--- config.mk ---
export PLATFORM = sky130hd
export DESIGN_NAME = adcc_conv_ctrl
export DESIGN_NICKNAME = d
export VERILOG_FILES = /design/src/core/adcc_clk_div.v /design/src/core/adcc_pin_mux.v /design/src/core/adcc_conv_ctrl.v
export VERILOG_INCLUDE_DIRS = /design/src /design/src/core
export SDC_FILE = /design/constraint.sdc
export NUM_CORES = 1
export LEC_CHECK = 0
export ABC_AREA = 1
export BUFFER_PORTS_ARGS = -buffer_cell sky130_fd_sc_hd__buf_2
export CORE_UTILIZATION = 50
export CTS_CLUSTER_SIZE = 8
export DETAILED_ROUTE_END_ITERATION = 8
export GPL_ROUTABILITY_DRIVEN = 0
export GPL_TIMING_DRIVEN = 0
export PLACE_DENSITY_LB_ADDON = 0.2
export SLEW_MARGIN = 0
export SYNTH_ARGS = -nofsm -noshare
export SYNTH_HDL_FRONTEND = slang
export SYNTH_SLANG_ARGS = --single-unit
--- constraint.sdc ---
create_clock -name clk -period 1.4 [get_ports clk]
set_input_delay 0.28 -clock clk [delete_from_list [all_inputs] [get_ports clk]]
set_output_delay 0.28 -clock clk [all_outputs]
set_load 0.01 [all_outputs]
--- src/core/adcc_defs.vh ---
// constants for the converter control block
`ifndef ADCC_DEFS_VH
`define ADCC_DEFS_VH
`define ADCC_CH_W 5
`define ADCC_CH_REFH 5'h1d
`define ADCC_CH_REFL 5'h1e
`define ADCC_CH_OFF 5'h1f
`define ADCC_FULL_SCALE 10'h3ff
`define ADCC_ZERO_SCALE 10'h000
`define ADCC_MODE_LEFT 2'h0
`define ADCC_MODE_RIGHT 2'h1
`define ADCC_MODE_SIGNED 2'h2
`define ADCC_MODE_TRUNC 2'h3
`define ADCC_CONV_CYCLES 5'h10
`define ADCC_SETTLE_CYCLES 5'h11
`define ADCC_DIV_W 3
`define ADCC_CNT_W 5
`endif

--- src/core/adcc_clk_div.v ---
// divider making the converter clock tick from a selected source
`timescale 1ns/100ps
module adcc_clk_div #(
  parameter DIV_W = 3
) (
  // clock and reset
  input wire clk,
  input wire reset,
  // configuration
  input wire srcSel,
  input wire oscTick,
  input wire [DIV_W-1:0] divSel,
  input wire run,
  // tick out
  output reg convTick_ff
);
  reg [3:0] cnt_ff;
  reg [3:0] lastCount;
  wire srcTick;
  // bus clock when srcSel is set, oscillator tick otherwise
  assign srcTick = srcSel ? 1'b1 : oscTick;
  always @* begin
    if (divSel[2]) begin
      lastCount = 4'hf;
    end else begin
      lastCount = (4'h1 << divSel[1:0]) - 4'h1;
    end
  end
  always @(posedge clk) begin
    if (reset || !run) begin
      cnt_ff <= 4'h0;
      convTick_ff <= 1'b0;
    end else if (srcTick) begin
      convTick_ff <= (cnt_ff == lastCount);
      cnt_ff <= (cnt_ff == lastCount) ? 4'h0 : cnt_ff + 4'h1;
    end else begin
      convTick_ff <= 1'b0;
    end
  end
endmodule

--- src/core/adcc_pin_mux.v ---
// one shared port pin, taken over when selected by the converter
`timescale 1ns/100ps
module adcc_pin_mux (
  // clock and reset
  input wire clk,
  input wire reset,
  // selection
  input wire selected,
  // port logic side
  input wire portOut,
  input wire portDir,
  input wire padIn,
  // pad side
  output reg padOut_ff,
  output reg padOe_ff,
  output reg portRead_ff,
  output reg analogSel_ff
);
  always @(posedge clk) begin
    if (reset) begin
      padOut_ff <= 1'b0;
      padOe_ff <= 1'b0;
      portRead_ff <= 1'b0;
      analogSel_ff <= 1'b0;
    end else begin
      analogSel_ff <= selected;
      padOe_ff <= selected ? 1'b0 : portDir;
      padOut_ff <= selected ? 1'b0 : portOut;
      portRead_ff <= selected ? 1'b0 : padIn;
    end
  end
endmodule

--- src/core/adcc_conv_ctrl.v ---
// converter control: pin takeover, conversion sequencing, result formatting
// Operation
// selected channel pin is forced to be the converter input
// port output and direction writes do not affect the selected pin
// port read of the selected pin returns zero
// other shared pins stay under normal port control
// result 3ff at high reference, 000 at low, linear between
// every status/control write starts a conversion; a write selecting channel 31 returns the sequencer to idle instead
// conversion takes 16 to 17 converter clock cycles
// software sets divider and source for about 1 MHz
// continuous mode overwrites result each conversion until bit cleared
// without interrupts, done flag sets per conversion, clears on data read
// single mode does one conversion per control write then stops
// software discards result of a conversion interrupted by a write
// two mode bits pick one of four result formats
// left mode: top eight bits high, lower two in low
// read low after high; until then no new result stored
// right mode: two top bits high, eight low bits in low
// signed mode is left mode with result msb inverted
// truncation: eight msbs in low, two dropped, no interlock
// with interrupt enabled, request per conversion, done flag stays zero
// converter keeps running in wait, its interrupt wakes the cpu
// software powers converter down before wait if no wake needed
// stop aborts conversion; after stop one settle period precedes result
// five bit channel field: 0-7 pins, 29/30 references, 31 off
// pending request clears on data read or control write
// control write during conversion restarts with new settings
`timescale 1ns/100ps
`include "adcc_defs.vh"
module adcc_conv_ctrl #(
  parameter NUM_PINS = 8,
  parameter RES_W = 10
) (
  // clock and reset
  input wire clk,
  input wire reset,
  // status and control register write
  input wire ctrlWrite,
  input wire [`ADCC_CH_W-1:0] channelSelectField,
  input wire continuousModeBit,
  input wire convIrqEnable,
  // clock configuration register
  input wire justifyModeBit0,
  input wire justifyModeBit1,
  input wire [`ADCC_DIV_W-1:0] convClockDivider,
  input wire convClockSourceSel,
  input wire oscTick,
  // data register reads
  input wire resultHighRead,
  input wire resultLowRead,
  // low power modes
  input wire stopMode,
  // analog core
  input wire [RES_W-1:0] coreResult,
  // shared port pins
  input wire [NUM_PINS-1:0] portOut,
  input wire [NUM_PINS-1:0] portDir,
  input wire [NUM_PINS-1:0] padIn,
  output wire [NUM_PINS-1:0] padOut,
  output wire [NUM_PINS-1:0] padOe,
  output wire [NUM_PINS-1:0] portRead,
  output wire [NUM_PINS-1:0] selectedAnalogInput,
  // reference and power to analog core
  output reg highReferenceSel_ff,
  output reg lowReferenceSel_ff,
  output reg convPowerOn_ff,
  output reg sampleStrobe_ff,
  // registers seen by software
  output reg [7:0] resultHighReg_ff,
  output reg [7:0] resultLowReg_ff,
  output reg conversionDoneFlag_ff,
  output reg convIrq_ff,
  output reg busy_ff
);
  localparam ST_IDLE = 2'h0;
  localparam ST_CONV = 2'h1;
  localparam ST_DONE = 2'h2;

  reg [1:0] state_ff;
  reg [1:0] nxt_state;
  reg [`ADCC_CNT_W-1:0] cnt_ff;
  reg [`ADCC_CNT_W-1:0] nxt_cnt;
  reg [`ADCC_CH_W-1:0] chan_ff;
  reg cont_ff;
  reg irqEn_ff;
  reg settle_ff;
  reg locked_ff;
  reg [7:0] fmtHigh;
  reg [7:0] fmtLow;
  wire [1:0] mode;
  wire convTick;
  wire running;
  wire finish;
  wire storeOk;
  wire dataRead;

  assign mode = {justifyModeBit1, justifyModeBit0};
  assign running = (state_ff == ST_CONV) && !stopMode;
  assign dataRead = resultHighRead || resultLowRead;
  assign finish = running && convTick &&
    (cnt_ff == (settle_ff ? `ADCC_SETTLE_CYCLES : `ADCC_CONV_CYCLES) - 5'h1);
  // interlock holds off stores until the low half is read, except in truncation mode
  assign storeOk = !locked_ff || (mode == `ADCC_MODE_TRUNC);

  // ----------------------------------------------------------------
  // converter clock
  // ----------------------------------------------------------------
  adcc_clk_div #(
    .DIV_W(`ADCC_DIV_W)
  ) u_div (
    .clk(clk),
    .reset(reset),
    .srcSel(convClockSourceSel),
    .oscTick(oscTick),
    .divSel(convClockDivider),
    .run(running),
    .convTick_ff(convTick)
  );

  // ----------------------------------------------------------------
  // pin takeover
  // ----------------------------------------------------------------
  genvar gi;
  generate
    for (gi = 0; gi < NUM_PINS; gi = gi + 1) begin : g_pin
      localparam [`ADCC_CH_W-1:0] PIN_CODE = gi;
      adcc_pin_mux u_pin (
        .clk(clk),
        .reset(reset),
        .selected(chan_ff == PIN_CODE),
        .portOut(portOut[gi]),
        .portDir(portDir[gi]),
        .padIn(padIn[gi]),
        .padOut_ff(padOut[gi]),
        .padOe_ff(padOe[gi]),
        .portRead_ff(portRead[gi]),
        .analogSel_ff(selectedAnalogInput[gi])
      );
    end
  endgenerate

  // ----------------------------------------------------------------
  // result formatting
  // ----------------------------------------------------------------
  // core code is already 000..3ff across the reference span
  always @* begin
    fmtHigh = 8'h00;
    fmtLow = 8'h00;
    if (mode == `ADCC_MODE_LEFT) begin
      fmtHigh = coreResult[9:2];
      fmtLow = {coreResult[1:0], 6'h00};
    end else if (mode == `ADCC_MODE_RIGHT) begin
      fmtHigh = {6'h00, coreResult[9:8]};
      fmtLow = coreResult[7:0];
    end else if (mode == `ADCC_MODE_SIGNED) begin
      fmtHigh = {~coreResult[9], coreResult[8:2]};
      fmtLow = {coreResult[1:0], 6'h00};
    end else begin
      fmtHigh = 8'h00;
      fmtLow = coreResult[9:2];
    end
  end

  // ----------------------------------------------------------------
  // sequencer
  // ----------------------------------------------------------------
  always @* begin
    nxt_state = state_ff;
    nxt_cnt = cnt_ff;
    case (state_ff)
      ST_IDLE: begin
        nxt_cnt = 5'h00;
      end
      ST_CONV: begin
        if (finish) begin
          nxt_state = ST_DONE;
          nxt_cnt = 5'h00;
        end else if (running && convTick) begin
          nxt_cnt = cnt_ff + 5'h01;
        end
      end
      ST_DONE: begin
        // continuous runs on, single stops after one
        nxt_state = cont_ff ? ST_CONV : ST_IDLE;
        nxt_cnt = 5'h00;
      end
      default: begin
        nxt_state = ST_IDLE;
      end
    endcase
    if (stopMode) begin
      nxt_cnt = 5'h00;
    end
    if (ctrlWrite) begin
      nxt_cnt = 5'h00;
      nxt_state = (channelSelectField == `ADCC_CH_OFF) ? ST_IDLE : ST_CONV;
    end
  end

  always @(posedge clk) begin
    if (reset) begin
      state_ff <= ST_IDLE;
      cnt_ff <= 5'h00;
      chan_ff <= `ADCC_CH_OFF;
      cont_ff <= 1'b0;
      irqEn_ff <= 1'b0;
      settle_ff <= 1'b1;
      locked_ff <= 1'b0;
      resultHighReg_ff <= 8'h00;
      resultLowReg_ff <= 8'h00;
      conversionDoneFlag_ff <= 1'b0;
      convIrq_ff <= 1'b0;
      busy_ff <= 1'b0;
      highReferenceSel_ff <= 1'b0;
      lowReferenceSel_ff <= 1'b0;
      convPowerOn_ff <= 1'b0;
      sampleStrobe_ff <= 1'b0;
    end else begin
      state_ff <= nxt_state;
      cnt_ff <= nxt_cnt;
      busy_ff <= (nxt_state != ST_IDLE);
      sampleStrobe_ff <= finish && storeOk;
      if (ctrlWrite) begin
        chan_ff <= channelSelectField;
        cont_ff <= continuousModeBit;
        irqEn_ff <= convIrqEnable;
      end
      highReferenceSel_ff <= (chan_ff == `ADCC_CH_REFH);
      lowReferenceSel_ff <= (chan_ff == `ADCC_CH_REFL);
      convPowerOn_ff <= (chan_ff != `ADCC_CH_OFF) && !stopMode;
      // recovery from off or stop needs one extra settling period
      if (stopMode || chan_ff == `ADCC_CH_OFF) begin
        settle_ff <= 1'b1;
      end else if (finish) begin
        settle_ff <= 1'b0;
      end
      // high read arms the lock outside truncation mode, low read releases; low wins if both
      if (resultLowRead) begin
        locked_ff <= 1'b0;
      end else if (resultHighRead && mode != `ADCC_MODE_TRUNC) begin
        locked_ff <= 1'b1;
      end
      if (finish && storeOk) begin
        resultHighReg_ff <= fmtHigh;
        resultLowReg_ff <= fmtLow;
      end
      // set beats clear on the same cycle
      if (finish && !irqEn_ff) begin
        conversionDoneFlag_ff <= 1'b1;
      end else if (dataRead || irqEn_ff) begin
        conversionDoneFlag_ff <= 1'b0;
      end
      // request stays live in wait; only stop halts the sequencer
      if (finish && irqEn_ff) begin
        convIrq_ff <= 1'b1;
      end else if (dataRead || ctrlWrite) begin
        convIrq_ff <= 1'b0;
      end
    end
  end
endmodule

==> results of run 1 <==
## through the flow
step / TNS (ns) / setup WS, ns / util, %
after floorplan: 0 / 0.2177 / -
after global placement: -0.03083 / -0.008537 / 61.56
after detailed placement: -0.3919 / -0.06504 / 61.56
after CTS: 0 / 0.01913 / 64.49
after global routing: 0 / 0.005183 / 65.00
final: 0 / 0.1014 / 65.00
## logic make-up after synthesis
| logic type | Yosys count |
|---|---|
| AOI/OAI and AO/OA | 34 |
| buffers and inverters | 107 |
| DFF | 76 |
| and+or+nand+nor | 227 |
| xor gates and xnor gates | 4 |
| adders and majority gates | 2 |
## timing repair
action / CTS / global route
endpoints found under the hold margin: 0 / 0
setup endpoints to repair: 1 / 17
gates resized for setup: 1 / 9
pin swaps: 1 / 1
buffers inserted: 1 / 2
## cells in the mapped netlist (2+ instances only)
library cell  count  area, um2
nand2_1          88      330.3
nor2_1           81      304.0
dfxtp_1          76       1521
inv_1            61      229.0
nand3_1          35      175.2
buf_4            32      240.2
o21ai_0          16      80.08
a21oi_1          12      60.06
buf_2             9      45.04
nand2_2           4      25.02
nand4_1           4      25.02
nor3_1            4      20.02
xor2_1            4      35.03
clkbuf_1          3      11.26
nor4_1            3      18.77
ha_1              2      25.02
o21a_1            2      15.01
o21ai_1           2      10.01
## sequential cells by signal (all words and copies together), names as in the netlist
name	flops
settle_ff	1
convIrq_ff	1
state_ff	2
g_pin.u_pin.portRead_ff	8
g_pin.u_pin.padOut_ff	8
resultLowReg_ff	8
conversionDoneFlag_ff	1
cnt_ff	5
sampleStrobe_ff	1
resultHighReg_ff	8
lowReferenceSel_ff	1
irqEn_ff	1
u_div.cnt_ff	4
busy_ff	1
locked_ff	1
highReferenceSel_ff	1
cont_ff	1
convPowerOn_ff	1
g_pin.u_pin.analogSel_ff	8
u_div.convTick_ff	1
g_pin.u_pin.padOe_ff	8
chan_ff	5
## layer usage
| metal | vias to the layer above | GRT usage, % | wire (um) |
|---|---|---|---|
| li1 | 1589 | - | - |
| met1 | 1319 | 23.69 | 3099 |
| met2 | 91 | 36.14 | 3353 |
| met3 | 9 | 6.859 | 393 |
| met4 | 0 | 7.367 | 82 |
| met5 | - | 0 | 0 |
## layout make-up
cell class,instances,area (um2)
well taps,77,96.34
fillers,611,2222
clock inverters,4,25.02
plain buffers,45,310.3
flip-flops and latches,76,1525
multi-input cells,267,1234
inverters,62,232.7
clock buffers,11,151.4
repair buffers,109,553.0
## power breakdown
group	switching (uW)	internal (uW)
registers	24.8	2220
clock network	782	724
logic	243	197
## worst max path at each step
stage / depth (start not counted) / startpoint / endpoint
finish: 8 / state_ff[1]$_SDFF_PP0_ / cnt_ff[1]$_SDFFE_PP0P_
CTS: 7 / state_ff[1]$_SDFF_PP0_ / resultLowReg_ff[5]$_SDFFE_PP0P_
detailed placement: 8 / stopMode / resultLowReg_ff[5]$_SDFFE_PP0P_
floorplan: 7 / state_ff[1]$_SDFF_PP0_ / resultHighReg_ff[5]$_SDFFE_PP0P_
global placement: 8 / stopMode / resultHighReg_ff[1]$_SDFFE_PP0P_
global route: 8 / state_ff[1]$_SDFF_PP0_ / cnt_ff[3]$_SDFFE_PP0P_
## critical path, stage by stage (launching register included)
cell and delay (ns):
dfxtp_1 0.34, nor2_1 0.14, nand2_2 0.10, nor2_4 0.14, buf_4 0.15, inv_1 0.04
nor2_2 0.13, nand2_1 0.07, a21oi_1 0.12
==> flow_summary.yaml, run 1 <==
route:
  detailedRoute.firstIterationViolations: 83
  routed_wirelength_um: 6928
  ant_nets: 0
  wire_length_per_cell_after_detailed_routing_um: 10.64
  post_drt_via_cell_ratio: 4.621
  dr_total_vias: 3008
  route.detailed.drc: 2
  dr.pass1.iters: 6
layout:
  syn_to_final_growth_pct: 25.77
  layout.cells.most_common: "buf_2"
  final-instance-count-excl-fill: 651
  layout.nets: 626
  final_cell_mix: "buf_2 (114), nand2_1 (87), nor2_1 (80), dfxtp_1 (73), inv_1 (61)"
  diodes: 0
  share_of_final_layout_standard_cells_stronger_than_drive_strength_1_pct: 31.53
  final_design_area_no_fill_mm2: 0.004128
place:
  place.detailed.hpwl_um: 5339
  placedInstanceArea_mm2: 0.003909
  port_buffers: 106
  place.detailed.instances: 633
min_path:
  timing.hold.worst.class: "primary input to flip-flop"
  hold-path-cell-count: 2
  hold_path_startpoint: "resultLowRead"
  hold_end: "locked_ff$_SDFFE_PP0P_"
critical_path:
  critical_path_arrival_ns: 1.58
  crit_path_start_kind: "flip-flop"
  r2r.worst_path.cells: 8
  worstPathRequired_ns: 1.68
  critical_path.reg2reg.endpoint: "cnt_ff[1]$_SDFFE_PP0P_"
  timing.rr.start: "state_ff[1]$_SDFF_PP0_"
  setup.worst_path.class: "flip-flop to flip-flop"
  r2r_setup_slack_ns: 0.10
  worst-path-max-fanout: 4
  critical_path.endpoint_type: "flip-flop"
run_status:
  outcome: "finished with violations"
  failed_checks: "DRC"
clock_network:
  clock-root-buffer: "clkbuf_8"
  cts_hold_buffers: 0
  cts.sink_count: 76
  clk_pin_slew_worst_paths_ns: 0.08
  cts-root-to-sink-buffers: 2
  h-tree-depth: 3
  tritoncts.num_buffers: 9
  worstSkewPairLatency_ns: 0.35
  tritoncts: "built"
grt:
  globalRouteTotalUtil_pct: 20.77
  first_pass_grt_wire_length_um: 11630
  antenna_found_initial: 0
  grt_pass1_vias: 2745
  overflow: 0
  maximum_number_of_pins_on_one_net_before_global_route_repair: 13
synth:
  ys_seq_elements: 76
  asyncSetResetFlopFracSynth_pct: 0
  synth_top_family_by_area: "simple AND/OR/NAND/NOR gates"
  netlist_instances: 450
  muxShareOfSynthArea_pct: 0
  mappedNetlistNets: 506
  ys_warn_count: 0
  compound_gate_fraction_of_synth_area_pct: 5.452
  post_synth_fa_ha_maj_area_fraction_pct: 0.7625
  syn-cell-area_mm2: 0.003282
  post_synth_and_or_nand_nor_area_fraction_pct: 29.89
  synth_xor_area_share_pct: 1.067
  synth-seq-area-share_pct: 46.36
  synth_flop_cell: "dfxtp_1"
  synth.avg_cell_area_um2: 7.293
  synth_cell_types: 30
  synth_enable_flop_cells: 0
timing:
  timing_max_transition_violations_final: 0
  timing.clock.skew_ns: 0.007493
  max_slew_margin_pct: 67.00
  finalSetupViolCount: 0
  fmax_mhz: 770.1
  finalWorstPathRequiredPeriod_ns: 1.299
  rsz0062_at_grt: "no"
  fin_crit_sh_pct: 92.76
  hold_violations: 0
  least_margin_pin_slew_ns: 0.4950
  hold_slack_ns: 0.1170
die:
  die_y_um: 83.02
  io-pin-count: 109
  floorplan_core_area_mm2: 0.006350
  initial_utilization_pct: 51.68
  die_w_um: 83.02
  die_area_mm2: 0.006891
  num_rows: 29
pwr:
  ir_worst_vdd_uv: 561.6
  p_per_area_mw_per_mm2: 1016
  leakage_power_of_the_design_uw: 0.002304
  post-layout-total-power_uw: 4193
job:
  cap_violations: 0
Note: power is estimated with default switching activity, not from simulation.
==> run 2: changes to the inputs <==
--- a/config.mk
+++ b/config.mk
@@ -7,10 +7,10 @@
 export NUM_CORES = 1
 export LEC_CHECK = 0
 export ABC_AREA = 1
-export BUFFER_PORTS_ARGS = -buffer_cell sky130_fd_sc_hd__buf_2
-export CORE_UTILIZATION = 50
+export CORE_UTILIZATION = 62
 export CTS_CLUSTER_SIZE = 8
 export DETAILED_ROUTE_END_ITERATION = 8
+export DONT_BUFFER_PORTS = 1
 export GPL_ROUTABILITY_DRIVEN = 0
 export GPL_TIMING_DRIVEN = 0
 export PLACE_DENSITY_LB_ADDON = 0.2
==> constraint.sdc (replaced) <==
create_clock -name clk -period 1.2 [get_ports clk]
set_input_delay 0.24 -clock clk [delete_from_list [all_inputs] [get_ports clk]]
set_output_delay 0.24 -clock clk [all_outputs]
set_load 0.01 [all_outputs]
==> flow_summary.yaml, run 2 (synthesis results as in run 1) <==
pwr:
  p_seq_share_pct: 51.9
  clockPowerShare_pct: 39.1
  ir_worst_vdd_uv: 765.7
  pwr-share-comb_pct: 9.0
  leakage_power_of_the_design_uw: 0.002024
  sw_frac_of_total_pct: 24.85
  netSwitchingPower_uw: 1257
  cellInternalPower_uw: 3803
  p_per_area_mw_per_mm2: 1229
layout:
  syn_to_final_growth_pct: 25.51
  share_of_final_layout_standard_cells_stronger_than_drive_strength_1_pct: 25.70
  final_design_area_no_fill_mm2: 0.004119
  layout.cells.most_common: "nand2_1"
  final_cell_mix: "nand2_1 (76), nor2_1 (67), dfxtp_1 (67), inv_1 (60), buf_4 (43)"
  diodes: 0
  final.fill_count: 338
  layout.nets: 553
min_path:
  timing.hold.worst.class: "primary input to flip-flop"
  hold_path_startpoint: "portDir[5]"
route:
  routed_wirelength_um: 8068
  wire_length_per_cell_after_detailed_routing_um: 14.10
  detailedRoute.firstIterationViolations: 193
  ant_nets: 0
  dr.pass1.iters: 7
  dr_total_vias: 2993
  post_drt_via_cell_ratio: 5.233
  route.detailed.drc: 0
critical_path:
  setup.worst_path.class: "flip-flop to flip-flop"
  crit_path_start_kind: "flip-flop"
  critical_path_arrival_ns: 1.62
  worst-path-max-fanout: 5
  cp_slowest_stage_delay_ns: 0.39
  timing.rr.start: "cnt_ff[2]$_SDFFE_PP0P_"
  crit_path_start: "cnt_ff[2]$_SDFFE_PP0P_"
  worstPathRequired_ns: 1.49
  worst_path_max_delay_cell: "dfxtp_2"
  critical_path.endpoint_type: "flip-flop"
  r2r_setup_slack_ns: -0.13
  critical_path.cell_chain: "nand2_4 -> inv_4 -> nand3_4 -> nand2_4 -> nand3_4 -> clkbuf_16 -> nand2_2 -> nand2_1 -> nor2_1"
grt:
  globalRouteTotalUtil_pct: 28.09
  overflow: 0
  antenna_found_initial: 0
  maximum_number_of_pins_on_one_net_before_global_route_repair: 14
  grtUsageMet3_pct: 10.31
  groute.layer.met1.usage_pct: 29.40
  grt_pass1_vias: 2615
  groute.layer.met2.usage_pct: 51.65
  first_pass_grt_wire_length_um: 11610
  grt-busiest-layer: "met2"
die:
  die_w_um: 74.76
  initial_utilization_pct: 64.26
  num_rows: 26
  die_y_um: 74.76
  floorplan_core_area_mm2: 0.005107
  die_area_mm2: 0.005588
  io-pin-count: 109
clock_network:
  tritoncts.num_buffers: 9
  cts-root-to-sink-buffers: 2
  worstSkewPairLatency_ns: 0.35
  tritoncts: "built"
  clk_pin_slew_worst_paths_ns: 0.08
  h-tree-depth: 3
  clock-root-buffer: "clkbuf_8"
  cts.sink_count: 76
run_status:
  failed_checks: "setup timing"
  outcome: "finished with violations"
timing:
  timing_max_transition_violations_final: 0
  max_slew_margin_pct: 67.27
  fin_setup_tns_ns: -1.828
  least_margin_pin_slew_ns: 0.4910
  fin_crit_sh_pct: 110.7
  fmax_mhz: 752.7
  timing.clock.skew_ns: 0.007874
  finalSetupViolCount: 21
  rsz0062_at_grt: "yes"
  final.setup.worst_slack_ns: -0.1286
  hold_slack_ns: 0.009450
  finalWorstPathRequiredPeriod_ns: 1.329
  hold_violations: 0
place:
  port_buffers: 0
  place.detailed.hpwl_um: 4765
  preCtsSetupSlack_ns: -0.1564
  placedInstanceArea_mm2: 0.003369
job:
  cap_violations: 0
## run 2: final timing paths
path              cells after the start                            endpoint
setup / recovery                      9     resultLowReg_ff[5]$_SDFFE_PP0P_
hold / removal                        2  g_pin[5].u_pin.padOe_ff$_SDFF_PP0_
setup reg to reg                      9     resultLowReg_ff[5]$_SDFFE_PP0P_
hold reg to reg                       1       lowReferenceSel_ff$_SDFF_PP0_
## run 2: area by class of cell
type | instances | area (um2) | area share, %
Sequential cell | 76 | 1538 | 37.33
Multi-Input combinational cell | 267 | 1388 | 33.69
Timing Repair Buffer | 36 | 350.3 | 8.505
Buffer | 45 | 317.8 | 7.716
Inverter | 62 | 235.2 | 5.711
Clock buffer | 11 | 141.4 | 3.433
Tap cell | 70 | 87.58 | 2.126
Clock inverter | 5 | 61.31 | 1.488
## run 2: repair_timing
item | in CTS | in global routing
setup buffers | 10 | 2
gates resized for setup | 26 | 45
endpoints found under the hold margin | 22 | 0
setup endpoints to repair | 20 | 32
gates cloned | 1 | 1
pin swaps | 5 | 11
hold buffers | 22 | 0
## run 2: critical path: cells and delay by family (launching register included)
family / cells / cell delay (ns)
and+or+nand+nor: 7 / 0.61
DFF: 1 / 0.39
buffers and inverters: 2 / 0.27
## run 2: power by group through the flow
stage | Combinational (uW) | Sequential [uW] | Clock (uW)
2_1_floorplan | 307 | 2680 | 0
3_3_place_gp | 358 | 2680 | 0
3_5_place_dp | 367 | 2690 | 0
4_1_cts | 431 | 2630 | 2020
5_1_grt | 507 | 2640 | 2120
6_report | 454 | 2630 | 1980
## run 2: metrics by stage
step / std cells / power [uW] / utilization [%]
floorplan: 450 / 2985 / -
global placement: 520 / 3043 / 65.97
detailed placement: 520 / 3054 / 65.97
CTS: 569 / 5075 / 77.00
global route: 572 / 5262 / 80.65
finish: 572 / 5060 / 80.65
## run 2: routing by layer
layer | vias up | part of all wire, %
li1 | 1447 | -
met1 | 1368 | 39
met2 | 162 | 51
met3 | 16 | 8.5
met4 | 0 | 1.6
met5 | - | 0
